**config.mk**
```make
export PLATFORM = sky130hd
export DESIGN_NAME = output_compare
export DESIGN_NICKNAME = d
export VERILOG_FILES = /design/src/core/output_compare_pkg.sv /design/src/core/output_compare.sv
export VERILOG_INCLUDE_DIRS = /design/src /design/src/core
export SDC_FILE = /design/constraint.sdc
export NUM_CORES = 1
export LEC_CHECK = 0
export ABC_AREA = 1
export BUFFER_PORTS_ARGS = -buffer_cell sky130_fd_sc_hd__buf_2
export CORE_ASPECT_RATIO = 2
export CORE_MARGIN = 3
export CORE_UTILIZATION = 55
export CTS_BUF_LIST = sky130_fd_sc_hd__clkbuf_16
export DETAILED_ROUTE_END_ITERATION = 7
export PLACE_DENSITY = 0.8
export RECOVER_POWER = 50
export REMOVE_ABC_BUFFERS = 1
export SLEW_MARGIN = 30
export SYNTH_ARGS = -nofsm -noshare
export SYNTH_HDL_FRONTEND = slang
export SYNTH_SLANG_ARGS = --single-unit
```
**constraint.sdc**
```tcl
create_clock -name sys_clk_i -period 5.2 [get_ports sys_clk_i]
set_clock_uncertainty 0.05 [all_clocks]
set_input_delay 1.04 -clock sys_clk_i [delete_from_list [all_inputs] [get_ports sys_clk_i]]
set_output_delay 1.04 -clock sys_clk_i [all_outputs]
set_load 0.05 [all_outputs]
```
**src/core/output_compare_regs.svh**
```systemverilog
`ifndef OUTPUT_COMPARE_REGS_SVH
`define OUTPUT_COMPARE_REGS_SVH

// ---------------------------------------------------------------------------
// Register map, byte addresses
// ---------------------------------------------------------------------------
`define OC_CHAN_STRIDE      8'h10
`define OC_CTRL_OFS         4'h0
`define OC_PRIMARY_OFS      4'h4
`define OC_SECONDARY_OFS    4'h8
`define OC_TIMER_CTRL_ADDR  8'h50
`define OC_PERIOD_A_ADDR    8'h54
`define OC_PERIOD_B_ADDR    8'h58
`define OC_COUNT_A_ADDR     8'h5c
`define OC_COUNT_B_ADDR     8'h60
`define OC_STATUS_ADDR      8'h64

// ---------------------------------------------------------------------------
// Control register fields
// ---------------------------------------------------------------------------
`define OC_IDLE_STOP_BIT    13
`define OC_FAULT_BIT        4
`define OC_TSEL_BIT         3
`define OC_MODE_LSB         0
`define OC_CTRL_RESET       16'h0000
`define OC_WORD_RESET       16'h0000

// ---------------------------------------------------------------------------
// Bus answers and timing
// ---------------------------------------------------------------------------
`define OC_RESP_OKAY        2'b00
`define OC_RESP_SLVERR      2'b10
`define OC_IRQ_DELAY_CYCLES 2

`endif

```
**src/core/output_compare_pkg.sv**
```systemverilog
package output_compare_pkg;

  typedef enum logic [2:0] {
    MODE_OFF        = 3'h0,
    MODE_FORCE_HIGH = 3'h1,
    MODE_FORCE_LOW  = 3'h2,
    MODE_TOGGLE     = 3'h3,
    MODE_PULSE_ONE  = 3'h4,
    MODE_PULSE_RUN  = 3'h5,
    MODE_PWM        = 3'h6,
    MODE_PWM_FAULT  = 3'h7
  } oc_mode_t;

  typedef struct packed {
    logic     idle_stop_bit;
    logic     timebase_select;
    oc_mode_t channel_mode_field;
  } oc_ctrl_t;

  typedef struct packed {
    logic [15:0] count;
    logic [15:0] period;
    logic        running;
  } oc_timebase_t;

endpackage

```
**src/core/output_compare.sv**
```systemverilog
// Added by the designer: the register addresses and the AXI4-Lite register port.
`timescale 1ns/1ps
`include "output_compare_regs.svh"
// Summary of operation
// Each channel compares its timer against one or two compare values, raising events.
// Timebase select one picks timer B, zero picks timer A.
// Channels run only synchronously with their timebase.
// Idle-stop bit set halts the channel while the processor idles.
// Fault flag sets on fault in PWM-with-fault mode; hardware alone clears it.
// Control bits 15..14 and 12..5 read as zero.
// Mode zero disables the channel.
// Modes 100 and 101 give single and continuous pulses, pin starting low.
// Mode 111 is PWM with fault input, 110 PWM without it.
// Software should disable a channel before picking another mode.
// Single compare modes match primary value against the rising timer.
// Mode 001 starts the pin low until the first match.
// Mode 001 drives the pin high one clock after match, holding it.
// Mode 010 starts the pin high until the first match.
// Mode 010 drives the pin low one clock after match, holding it.
// Flag pulses two clocks after the pin changes on a match; pulse modes flag only the falling edge, and PWM modes never flag.
// Mode 011 toggles the pin on every match, flagging each toggle.
// Each timer counts up to its period then returns to zero.
// Five identical channels, each with control, primary and secondary registers.
// Fault input A serves channels one to four, input B channel five.
// Pin logic clears to zero on reset.
// Primary above period gives no event; pin keeps its initial state. Here PWM modes still drive the pin high at the period match and hold it high.
// Match is sixteen-bit equality of count and primary, checked every clock; here primary and period both zero give no match.
module output_compare #(
  parameter int NUM_CHANNELS = 5,
  parameter int ADDR_WIDTH   = 8
) (
  input  wire logic                  sys_clk_i,
  input  wire logic                  rstn_i,
  input  wire logic [ADDR_WIDTH-1:0] s_axi_awaddr_i,
  input  wire logic                  s_axi_awvalid_i,
  output      logic                  s_axi_awready_o,
  input  wire logic [31:0]           s_axi_wdata_i,
  input  wire logic [3:0]            s_axi_wstrb_i,
  input  wire logic                  s_axi_wvalid_i,
  output      logic                  s_axi_wready_o,
  output      logic [1:0]            s_axi_bresp_o,
  output      logic                  s_axi_bvalid_o,
  input  wire logic                  s_axi_bready_i,
  input  wire logic [ADDR_WIDTH-1:0] s_axi_araddr_i,
  input  wire logic                  s_axi_arvalid_i,
  output      logic                  s_axi_arready_o,
  output      logic [31:0]           s_axi_rdata_o,
  output      logic [1:0]            s_axi_rresp_o,
  output      logic                  s_axi_rvalid_o,
  input  wire logic                  s_axi_rready_i,
  input  wire logic                  cpu_idle_i,
  input  wire logic                  fault_input_a_i,
  input  wire logic                  fault_input_b_i,
  output      logic [NUM_CHANNELS-1:0] compare_output_pin_o,
  output      logic [NUM_CHANNELS-1:0] channel_irq_flag_o
);
  import output_compare_pkg::*;

  // ---------------------------------------------------------------------------
  // Storage
  // ---------------------------------------------------------------------------
  oc_ctrl_t     ctrl_reg      [NUM_CHANNELS];
  logic [15:0]  primary_reg   [NUM_CHANNELS];
  logic [15:0]  secondary_reg [NUM_CHANNELS];
  logic [NUM_CHANNELS-1:0] fault_seen_reg;
  logic [NUM_CHANNELS-1:0] pin_reg;
  oc_timebase_t tb_reg [2];

  logic                  aw_have_reg;
  logic                  w_have_reg;
  logic [ADDR_WIDTH-1:0] waddr_reg;
  logic [31:0]           wdata_reg;
  logic [3:0]            wstrb_reg;
  logic                  wr_fire;
  logic                  wr_hit;
  logic [31:0]           rd_word;
  logic                  rd_hit;

  // ---------------------------------------------------------------------------
  // AXI4-Lite write path
  // ---------------------------------------------------------------------------
  // Address and data are taken independently; the write happens once both sit here.
  assign s_axi_awready_o = !aw_have_reg && !s_axi_bvalid_o;
  assign s_axi_wready_o  = !w_have_reg && !s_axi_bvalid_o;
  assign wr_fire         = aw_have_reg && w_have_reg && !s_axi_bvalid_o;

  always_ff @(posedge sys_clk_i) begin
    if (!rstn_i) begin
      aw_have_reg <= 1'b0;
      waddr_reg   <= '0;
    end else if (s_axi_awvalid_i && s_axi_awready_o) begin
      aw_have_reg <= 1'b1;
      waddr_reg   <= s_axi_awaddr_i;
    end else if (wr_fire) begin
      aw_have_reg <= 1'b0;
    end
  end

  always_ff @(posedge sys_clk_i) begin
    if (!rstn_i) begin
      w_have_reg <= 1'b0;
      wdata_reg  <= '0;
      wstrb_reg  <= '0;
    end else if (s_axi_wvalid_i && s_axi_wready_o) begin
      w_have_reg <= 1'b1;
      wdata_reg  <= s_axi_wdata_i;
      wstrb_reg  <= s_axi_wstrb_i;
    end else if (wr_fire) begin
      w_have_reg <= 1'b0;
    end
  end

  function automatic logic [15:0] merge16(input logic [15:0] old, input logic [31:0] d, input logic [3:0] s);
    merge16 = {s[1] ? d[15:8] : old[15:8], s[0] ? d[7:0] : old[7:0]};
  endfunction

  function automatic logic chan_hit(input logic [ADDR_WIDTH-1:0] a, input int ch, input logic [3:0] ofs);
    chan_hit = (a == ADDR_WIDTH'(ch * `OC_CHAN_STRIDE + ofs));
  endfunction

  always_comb begin
    wr_hit = (waddr_reg == ADDR_WIDTH'(`OC_TIMER_CTRL_ADDR)) || (waddr_reg == ADDR_WIDTH'(`OC_PERIOD_A_ADDR)) ||
             (waddr_reg == ADDR_WIDTH'(`OC_PERIOD_B_ADDR));
    for (int c = 0; c < NUM_CHANNELS; c++) begin
      if (chan_hit(waddr_reg, c, `OC_CTRL_OFS) || chan_hit(waddr_reg, c, `OC_PRIMARY_OFS) ||
          chan_hit(waddr_reg, c, `OC_SECONDARY_OFS)) begin
        wr_hit = 1'b1;
      end
    end
  end

  always_ff @(posedge sys_clk_i) begin
    if (!rstn_i) begin
      s_axi_bvalid_o <= 1'b0;
      s_axi_bresp_o  <= `OC_RESP_OKAY;
    end else if (wr_fire) begin
      s_axi_bvalid_o <= 1'b1;
      s_axi_bresp_o  <= wr_hit ? `OC_RESP_OKAY : `OC_RESP_SLVERR;
    end else if (s_axi_bready_i) begin
      s_axi_bvalid_o <= 1'b0;
    end
  end

  // ---------------------------------------------------------------------------
  // AXI4-Lite read path
  // ---------------------------------------------------------------------------
  always_comb begin
    rd_word = '0;
    rd_hit  = 1'b1;
    case (s_axi_araddr_i)
      ADDR_WIDTH'(`OC_TIMER_CTRL_ADDR): rd_word = {30'h0, tb_reg[1].running, tb_reg[0].running};
      ADDR_WIDTH'(`OC_PERIOD_A_ADDR):   rd_word = {16'h0, tb_reg[0].period};
      ADDR_WIDTH'(`OC_PERIOD_B_ADDR):   rd_word = {16'h0, tb_reg[1].period};
      ADDR_WIDTH'(`OC_COUNT_A_ADDR):    rd_word = {16'h0, tb_reg[0].count};
      ADDR_WIDTH'(`OC_COUNT_B_ADDR):    rd_word = {16'h0, tb_reg[1].count};
      ADDR_WIDTH'(`OC_STATUS_ADDR):     rd_word = 32'(pin_reg);
      default:                          rd_hit  = 1'b0;
    endcase
    for (int c = 0; c < NUM_CHANNELS; c++) begin
      if (chan_hit(s_axi_araddr_i, c, `OC_CTRL_OFS)) begin
        rd_hit  = 1'b1;
        rd_word = '0;
        rd_word[`OC_IDLE_STOP_BIT] = ctrl_reg[c].idle_stop_bit;
        rd_word[`OC_FAULT_BIT]     = fault_seen_reg[c];
        rd_word[`OC_TSEL_BIT]      = ctrl_reg[c].timebase_select;
        rd_word[`OC_MODE_LSB +: 3] = ctrl_reg[c].channel_mode_field;
      end
      if (chan_hit(s_axi_araddr_i, c, `OC_PRIMARY_OFS)) begin
        rd_hit  = 1'b1;
        rd_word = {16'h0, primary_reg[c]};
      end
      if (chan_hit(s_axi_araddr_i, c, `OC_SECONDARY_OFS)) begin
        rd_hit  = 1'b1;
        rd_word = {16'h0, secondary_reg[c]};
      end
    end
  end

  assign s_axi_arready_o = !s_axi_rvalid_o;

  always_ff @(posedge sys_clk_i) begin
    if (!rstn_i) begin
      s_axi_rvalid_o <= 1'b0;
      s_axi_rdata_o  <= '0;
      s_axi_rresp_o  <= `OC_RESP_OKAY;
    end else if (s_axi_arvalid_i && s_axi_arready_o) begin
      s_axi_rvalid_o <= 1'b1;
      s_axi_rdata_o  <= rd_word;
      s_axi_rresp_o  <= rd_hit ? `OC_RESP_OKAY : `OC_RESP_SLVERR;
    end else if (s_axi_rready_i) begin
      s_axi_rvalid_o <= 1'b0;
    end
  end

  // ---------------------------------------------------------------------------
  // Two selectable up-counting timebases
  // ---------------------------------------------------------------------------
  for (genvar t = 0; t < 2; t++) begin : g_timer
    logic [ADDR_WIDTH-1:0] period_addr;
    assign period_addr = (t == 0) ? ADDR_WIDTH'(`OC_PERIOD_A_ADDR) : ADDR_WIDTH'(`OC_PERIOD_B_ADDR);

    always_ff @(posedge sys_clk_i) begin
      if (!rstn_i) begin
        tb_reg[t] <= '{count: `OC_WORD_RESET, period: `OC_WORD_RESET, running: 1'b0};
      end else begin
        if (tb_reg[t].running) begin
          tb_reg[t].count <= (tb_reg[t].count == tb_reg[t].period) ? 16'h0000 : tb_reg[t].count + 16'h0001;
        end
        if (wr_fire && waddr_reg == ADDR_WIDTH'(`OC_TIMER_CTRL_ADDR) && wstrb_reg[0]) begin
          tb_reg[t].running <= wdata_reg[t];
        end
        if (wr_fire && waddr_reg == period_addr) begin
          tb_reg[t].period <= merge16(tb_reg[t].period, wdata_reg, wstrb_reg);
        end
      end
    end
  end

  // ---------------------------------------------------------------------------
  // Compare channels
  // ---------------------------------------------------------------------------
  for (genvar i = 0; i < NUM_CHANNELS; i++) begin : g_chan
    oc_timebase_t tb;
    oc_mode_t     mode;
    oc_mode_t     mode_prev_reg;
    logic         halted;
    logic         fault_in;
    logic         match_p;
    logic         match_s;
    logic         pulse_done_reg;
    logic         event_reg;
    logic [`OC_IRQ_DELAY_CYCLES-1:0] irq_pipe_reg;

    assign tb       = ctrl_reg[i].timebase_select ? tb_reg[1] : tb_reg[0];
    assign mode     = ctrl_reg[i].channel_mode_field;
    assign halted   = ctrl_reg[i].idle_stop_bit && cpu_idle_i;
    assign fault_in = (i < 4) ? fault_input_a_i : fault_input_b_i;
    // An empty period with a zero compare value would match forever; treat it as no event.
    assign match_p  = tb.running && (tb.count == primary_reg[i]) &&
                      !(primary_reg[i] == 16'h0000 && tb.period == 16'h0000);
    assign match_s  = tb.running && (tb.count == secondary_reg[i]);

    always_ff @(posedge sys_clk_i) begin
      if (!rstn_i) begin
        ctrl_reg[i]      <= oc_ctrl_t'(`OC_CTRL_RESET);
        primary_reg[i]   <= `OC_WORD_RESET;
        secondary_reg[i] <= `OC_WORD_RESET;
      end else if (wr_fire) begin
        if (chan_hit(waddr_reg, i, `OC_CTRL_OFS)) begin
          if (wstrb_reg[1]) begin
            ctrl_reg[i].idle_stop_bit <= wdata_reg[`OC_IDLE_STOP_BIT];
          end
          if (wstrb_reg[0]) begin
            ctrl_reg[i].timebase_select    <= wdata_reg[`OC_TSEL_BIT];
            ctrl_reg[i].channel_mode_field <= oc_mode_t'(wdata_reg[`OC_MODE_LSB +: 3]);
          end
        end
        if (chan_hit(waddr_reg, i, `OC_PRIMARY_OFS)) begin
          primary_reg[i] <= merge16(primary_reg[i], wdata_reg, wstrb_reg);
        end
        if (chan_hit(waddr_reg, i, `OC_SECONDARY_OFS)) begin
          secondary_reg[i] <= merge16(secondary_reg[i], wdata_reg, wstrb_reg);
        end
      end
    end

    // A mode change re-initialises the pin whether or not software passed through off first.
    always_ff @(posedge sys_clk_i) begin
      if (!rstn_i) begin
        pin_reg[i]     <= 1'b0;
        mode_prev_reg  <= MODE_OFF;
        pulse_done_reg <= 1'b0;
        event_reg      <= 1'b0;
      end else if (halted) begin
        event_reg <= 1'b0;
      end else begin
        mode_prev_reg <= mode;
        event_reg     <= 1'b0;
        if (mode != mode_prev_reg) begin
          pin_reg[i]     <= (mode == MODE_FORCE_LOW);
          pulse_done_reg <= 1'b0;
        end else begin
          case (mode)
            MODE_FORCE_HIGH: begin
              if (match_p && !pin_reg[i]) begin
                pin_reg[i] <= 1'b1;
                event_reg  <= 1'b1;
              end
            end
            MODE_FORCE_LOW: begin
              if (match_p && pin_reg[i]) begin
                pin_reg[i] <= 1'b0;
                event_reg  <= 1'b1;
              end
            end
            MODE_TOGGLE: begin
              if (match_p) begin
                pin_reg[i] <= !pin_reg[i];
                event_reg  <= 1'b1;
              end
            end
            MODE_PULSE_ONE, MODE_PULSE_RUN: begin
              if (pin_reg[i] && match_s) begin
                pin_reg[i]     <= 1'b0;
                event_reg      <= 1'b1;
                pulse_done_reg <= (mode == MODE_PULSE_ONE);
              end else if (!pin_reg[i] && match_p && !pulse_done_reg) begin
                pin_reg[i] <= 1'b1;
              end
            end
            MODE_PWM, MODE_PWM_FAULT: begin
              if (mode == MODE_PWM_FAULT && (fault_in || fault_seen_reg[i])) begin
                pin_reg[i] <= 1'b0;
              end else if (tb.running && tb.count == tb.period) begin
                pin_reg[i] <= (primary_reg[i] != 16'h0000);
              end else if (match_p) begin
                pin_reg[i] <= 1'b0;
              end
            end
            default: begin
              pin_reg[i] <= 1'b0;
            end
          endcase
        end
      end
    end

    // The flag is cleared only when the channel leaves fault-protected PWM.
    always_ff @(posedge sys_clk_i) begin
      if (!rstn_i) begin
        fault_seen_reg[i] <= 1'b0;
      end else if (mode != MODE_PWM_FAULT) begin
        fault_seen_reg[i] <= 1'b0;
      end else if (fault_in && !halted) begin
        fault_seen_reg[i] <= 1'b1;
      end
    end

    always_ff @(posedge sys_clk_i) begin
      if (!rstn_i) begin
        irq_pipe_reg <= '0;
      end else begin
        irq_pipe_reg <= {irq_pipe_reg[`OC_IRQ_DELAY_CYCLES-2:0], event_reg};
      end
    end

    assign channel_irq_flag_o[i] = irq_pipe_reg[`OC_IRQ_DELAY_CYCLES-1];
  end

  assign compare_output_pin_o = pin_reg;

endmodule

```
; Yosys cells after proc, flatten, opt, wreduce, memory -nomap -nowiden
; Memory sizes are Yosys's and may differ from the RTL's.
; Cells that the tools add are included.
[totals]
word_cells = 677
in_bits = 62
reg_bits = 111
n_memories = 4
rom_bits = 0
latch_bits = 0
mem_bits_rw = 251
output_inout_bits = 51
[op_classes]
n_mul = 0
magnitude_cmp = 0
shifts = 0
n_addsub = 2
eq_ne = 124
n_mux = 296
bitwise_logic = 37
reduce_logical = 174
div = 0
[mem_list]
columns = memory, words, word_bits, read_ports, rd_clocked_by_memory_dff, wr, line
row1 = primary_reg, 5, 16, 5, 0, 5, output_compare.sv:63  ; logic [15:0] primary_reg [NUM_CHANNELS];
row2 = secondary_reg, 5, 16, 5, 0, 5, output_compare.sv:64  ; logic [15:0] secondary_reg [NUM_CHANNELS];
row3 = tb_reg, 2, 33, 2, 0, 2, output_compare.sv:67  ; oc_timebase_t tb_reg [2];
row4 = ctrl_reg, 5, 5, 5, 0, 5, output_compare.sv:62  ; oc_ctrl_t ctrl_reg [NUM_CHANNELS];
[op_table]
columns = cell, n
row1 = $mux 32, 15
row2 = $eq 16x16->1, 17
row3 = $mux 16, 16
row4 = $mux 1, 218
row5 = $mux 8, 24
row6 = $mux 33, 5
row7 = $logic_not 16->1, 10
row8 = $eq 8x7->1 const B, 15
row9 = $eq 8x6->1 const B, 12
row10 = $pmux 16 s6, 1
row11 = $reduce_bool 16->1, 5
row12 = $logic_and 1x1->1, 71
row13 = $eq 3x3->1 const B, 20
row14 = $eq 8x5->1 const B, 6
row15 = $ne 3x3->1 const B, 15
row16 = $add 16x1->16 const B, 2
row17 = $or 1x1->1, 31
row18 = $eq 3x2->1 const B, 10
row19 = $reduce_and 6->1, 5
row20 = $reduce_or 2->1, 15
row21 = $reduce_bool 2->1, 14
row22 = $ne 5x5->1 const B, 5
row23 = $pmux 1 s5, 5
row24 = $logic_not 1->1, 24
row25 = 15 further kinds, 72

; Depth between registers and ports, before layout
[depth]
ltp_word = 19
mapped_depth = 20
mapped_depth_nobuf = 19

; Least setup slack after synthesis
; OpenSTA, ideal clock, no wires.
[synth_timing]
path_type = input to register
start = input port rstn_i
end = memory tb_reg[1][10] (netlist name) (enable)
path_buffers = 1
stages = 5
setup_slack_ns = 2.287
setup_ns = 0.384
required_ns = 4.766
arrival_time_ns = 2.479
path_cell_list = inv_1 > nor2_1 > clkbuf_1 > nand3_1 > o21ai_0
[synth_lines]
columns = item, line
row1 = "start, declared", output_compare.sv:33  ; input wire logic rstn_i,
row2 = "end, declared", output_compare.sv:67

==> impl_metrics.csv <==
group,metric,value,unit
placement,placement.io_buffers,76,
worst_setup_path,critical_path_peak_fanout,109,
clock_network,postCtsHoldBufs,0,
grt,number_of_antenna_violations_at_the_first_check_in_global_routing,5,
power_and_ir_drop,total_power,0.00675,W
final_layout,area.growth.synth_to_final,7.52,%
final_layout,drive_gt1_frac,0.0707,
worst_setup_path,rr_startpoint,"aw_have_reg",
timing,max_freq,234,MHz
clock_network,cts_inserted_buffers,31,
run_status,failed_checks,"capacitance limit, slew limit",
final_layout,stdcell_count,3950,
timing,worst_slack,0.922,ns
clock_network,htreeDepth,1,
worst_setup_path,timing.critical_path.depth,3,
drt,drt_drc_violations_left,0,
worst_setup_path,reg2regPathDepth,7,
grt,track_usage,0.471,
timing,rsz0062_at_grt,"false",
power_and_ir_drop,power.share.switching,0.318,
logic_synthesis,count_of_cell_types_in_the_netlist,62,
worst_setup_path,crit_slowest_cell,"clkbuf_2",
floorplan,die_h,298,um
clock_network,clockBufferDepth,3,
grt,first_global_vias,24200,
worst_setup_path,worst_setup_path_start_kind,"input port",
power_and_ir_drop,seq_power_share,0.477,
timing,hold_viol,0,
final_layout,fillCellCount,4135,
worst_setup_path,timing_worst_setup_path_type,"input port to register",
drt,initialDrtViolationCount,2660,
power_and_ir_drop,p_per_area,268,nW/um^2
timing,slew-limit-headroom,-0.773,
floorplan,width_of_the_die,152,um
logic_synthesis,yosysSeqAreaShare,0.402,
placement,detailed_place.area,24200,um^2
power_and_ir_drop,combPwrFrac,0.174,
drt,routed_wl,110000,um
min_path,whs_path_depth,2,
floorplan,floorplan.initialDensity,0.558,
worst_setup_path,slowest_delay,1.79,ns
final_layout,layout.cells.most_common_list,"nand2_1 (811), nor2_1 (547), inv_1 (394)",
worst_setup_path,crit_path_from,"rstn_i",
timing,fin_tns_setup,0,ns
floorplan,num_rows,106,
run_status,run_status,"finished, violations left",
placement,place_hpwl,82300,um
drt,routed_via_density,6.23,
clock_network,clk_latency,0.60,ns
clock_network,post_cts_resize_count,0,
timing,max_slew.worst_pin.slew,2.66,ns
placement,dp.cells,3891,
drt,detail_route.first_pass.iterations,8,
min_path,hold_path_class,"register to register",
power_and_ir_drop,power.net_switching,0.00215,W
drt,post_detailed_route_count_of_antenna_violating_nets,0,
logic_synthesis,synth_warnings,0,
worst_setup_path,crit_path_end_kind,"register",
worst_setup_path,arrival,4.32,ns
final_layout,design.final.nets,3449,
floorplan,io_pins,113,
clock_network,number_of_clock_sinks_seen_by_cts,344,
grt,gr-total-overflow,0,
logic_synthesis,synth_cells,3358,
timing,maxSlewViolCount,142,
timing,timing.final.crit_share,0.823,
floorplan,core,41900,um^2
power_and_ir_drop,static-leakage-power,10.3,nW
drt,total_vias_in_the_final_route,24600,
worst_setup_path,worst-path-buf-inv,2,
logic_synthesis,synthesis.area,23400,um^2
grt,maximum_number_of_pins_on_one_net_before_global_route_repair,110,
logic_synthesis,async_sr_flop_fraction,0,
final_layout,fin_area,25200,um^2
logic_synthesis,synth.avg_cell_area,6.97,um^2
logic_synthesis,ys_seq_elements,344,
placement,pre_cts_slack,1.12,ns
clock_network,clock_tree.root_cell,"clkbuf_16",
logic_synthesis,synth_enable_flop_cells,251,
worst_setup_path,critical_path.endpoint,"tb_reg[0][28]",
final_layout,layout_commonest_cell,"nand2_1",
worst_setup_path,reg2reg_slack,1.36,ns
floorplan,design.die.area,45200,um^2
clock_network,cts_tree,"yes",
worst_setup_path,worst_ep_required_time,5.25,ns
grt,grt_pass1_wl,156000,um
job,drv_cap,2,
worst_setup_path,critical-path-top-delay-family,"buffers and inverters",
worst_setup_path,crit-reg2reg-capture,"primary_reg[3][2]",
worst_setup_path,crit_chain,"clkbuf_1, clkbuf_2, nand2_1",
logic_synthesis,ys_dominant_reg_cell,"edfxtp_1",
timing,setup_viol_count_final,0,
timing,layout_min_cycle_time,4.28,ns
clock_network,cts_setup_buffers,0,
power_and_ir_drop,internal-power,0.00460,W
clock_network,clk_pin_slew,0.07,ns
power_and_ir_drop,power.share.clock,0.349,
placement,gp_routability_congestion,1.12,
power_and_ir_drop,ir_worst_vdd,319,uV
drt,wl_per_cell,27.9,um
[worst reg2reg max path, delay by kind of cell, from the launching register on]
kind / cells / cell delay, ns
AOI/OAI and AO/OA: 1 / 0.81
buffers and inverters: 2 / 1.17
DFF: 1 / 0.37
and+or+nand+nor: 4 / 1.07
[routing by layer]
metal | vias up | track usage | wire length [um]
met4 | 6 | 0.505 | 15700
met3 | 719 | 0.127 | 11500
li1 | 11100 | - | -
met1 | 11100 | 0.462 | 33200
met2 | 1689 | 0.761 | 49700
met5 | - | 0 | 37
[how the worst min path moves through the flow]
| stage | start | endpoint |
|---|---|---|
| after global routing | g_chan[0].irq_pipe_reg[0] | g_chan[0].irq_pipe_reg[1] |
| after CTS | g_chan[2].irq_pipe_reg[0] | g_chan[2].irq_pipe_reg[1] |
| after detailed placement | g_chan[2].irq_pipe_reg[0] | g_chan[2].irq_pipe_reg[1] |
| after global placement | g_chan[2].irq_pipe_reg[0] | g_chan[2].irq_pipe_reg[1] |
| after floorplan | g_chan[0].event_reg | g_chan[0].irq_pipe_reg[0] |
| final | g_chan[2].irq_pipe_reg[0] | g_chan[2].irq_pipe_reg[1] |
[kinds of logic after synthesis]
family                     Yosys count  share of synthesized area
DFF                                344                      0.402
xor gates and xnor gates           114                     0.0427
AOI/OAI and AO/OA                  544                      0.131
other                                1                   0.000160
buffers and inverters              568                     0.0991
adders and majority gates            2                    0.00107
and+or+nand+nor                   1785                      0.324
[stage by stage]
step | hold slack, ns | util
floorplan | 0.340 | -
global placement | 0.345 | 0.577
detailed placement | 0.350 | 0.578
CTS | 0.364 | 0.602
global route | 0.382 | 0.600
finish | 0.366 | 0.600
[power by group through the flow]
stage / combinational [W] / clock, W / sequential, W
after detailed placement: 0.00112 / 0 / 0.00327
after floorplan: 0.000652 / 0 / 0.00322
after global placement: 0.00111 / 0 / 0.00327
final: 0.00117 / 0.00236 / 0.00322
after CTS: 0.00112 / 0.00235 / 0.00321
after global routing: 0.00124 / 0.00246 / 0.00322
[cell usage after synthesis, types with 3 or more instances]
master | n | share of area
a211oi_1 | 3 | 0.00096
a21oi_1 | 134 | 0.029
a221oi_1 | 17 | 0.0064
a31oi_1 | 3 | 0.00080
and3_1 | 3 | 0.00080
buf_1 | 3 | 0.00048
buf_2 | 30 | 0.0064
buf_4 | 30 | 0.0096
buf_6 | 3 | 0.0014
clkbuf_1 | 86 | 0.014
clkinv_1 | 6 | 0.00096
dfxtp_1 | 93 | 0.080
edfxtp_1 | 251 | 0.32
inv_1 | 397 | 0.064
inv_2 | 10 | 0.0016
nand2_1 | 812 | 0.13
nand2_4 | 3 | 0.0014
nand3_1 | 124 | 0.027
nand3b_1 | 4 | 0.0013
nand4_1 | 133 | 0.036
nor2_1 | 547 | 0.088
nor3_1 | 71 | 0.015
nor3b_1 | 9 | 0.0029
nor4_1 | 25 | 0.0067
o2111ai_1 | 11 | 0.0041
o211ai_1 | 5 | 0.0016
o21a_1 | 6 | 0.0019
o21ai_0 | 254 | 0.054
o21ai_1 | 48 | 0.010
o21ai_2 | 22 | 0.0082
o21ai_4 | 3 | 0.0021
o21bai_1 | 4 | 0.0013
o221ai_1 | 3 | 0.0011
o22ai_1 | 22 | 0.0059
or2_1 | 4 | 0.0011
or2_2 | 34 | 0.0091
xnor2_1 | 33 | 0.012
xor2_1 | 81 | 0.030
[final cells by class]
cell class / count / area [um^2] / area share
Antenna cell: 1 / 2.50 / 0.0000995
Clock buffer: 32 / 801 / 0.0318
Clock inverter: 25 / 210 / 0.00835
Inverter: 414 / 1560 / 0.0619
Multi-Input combinational cell: 2463 / 11700 / 0.467
Sequential cell: 344 / 9400 / 0.374
Tap cell: 540 / 676 / 0.0269
Timing Repair Buffer: 131 / 767 / 0.0305
Note: power is estimated with default switching activity, not from simulation.
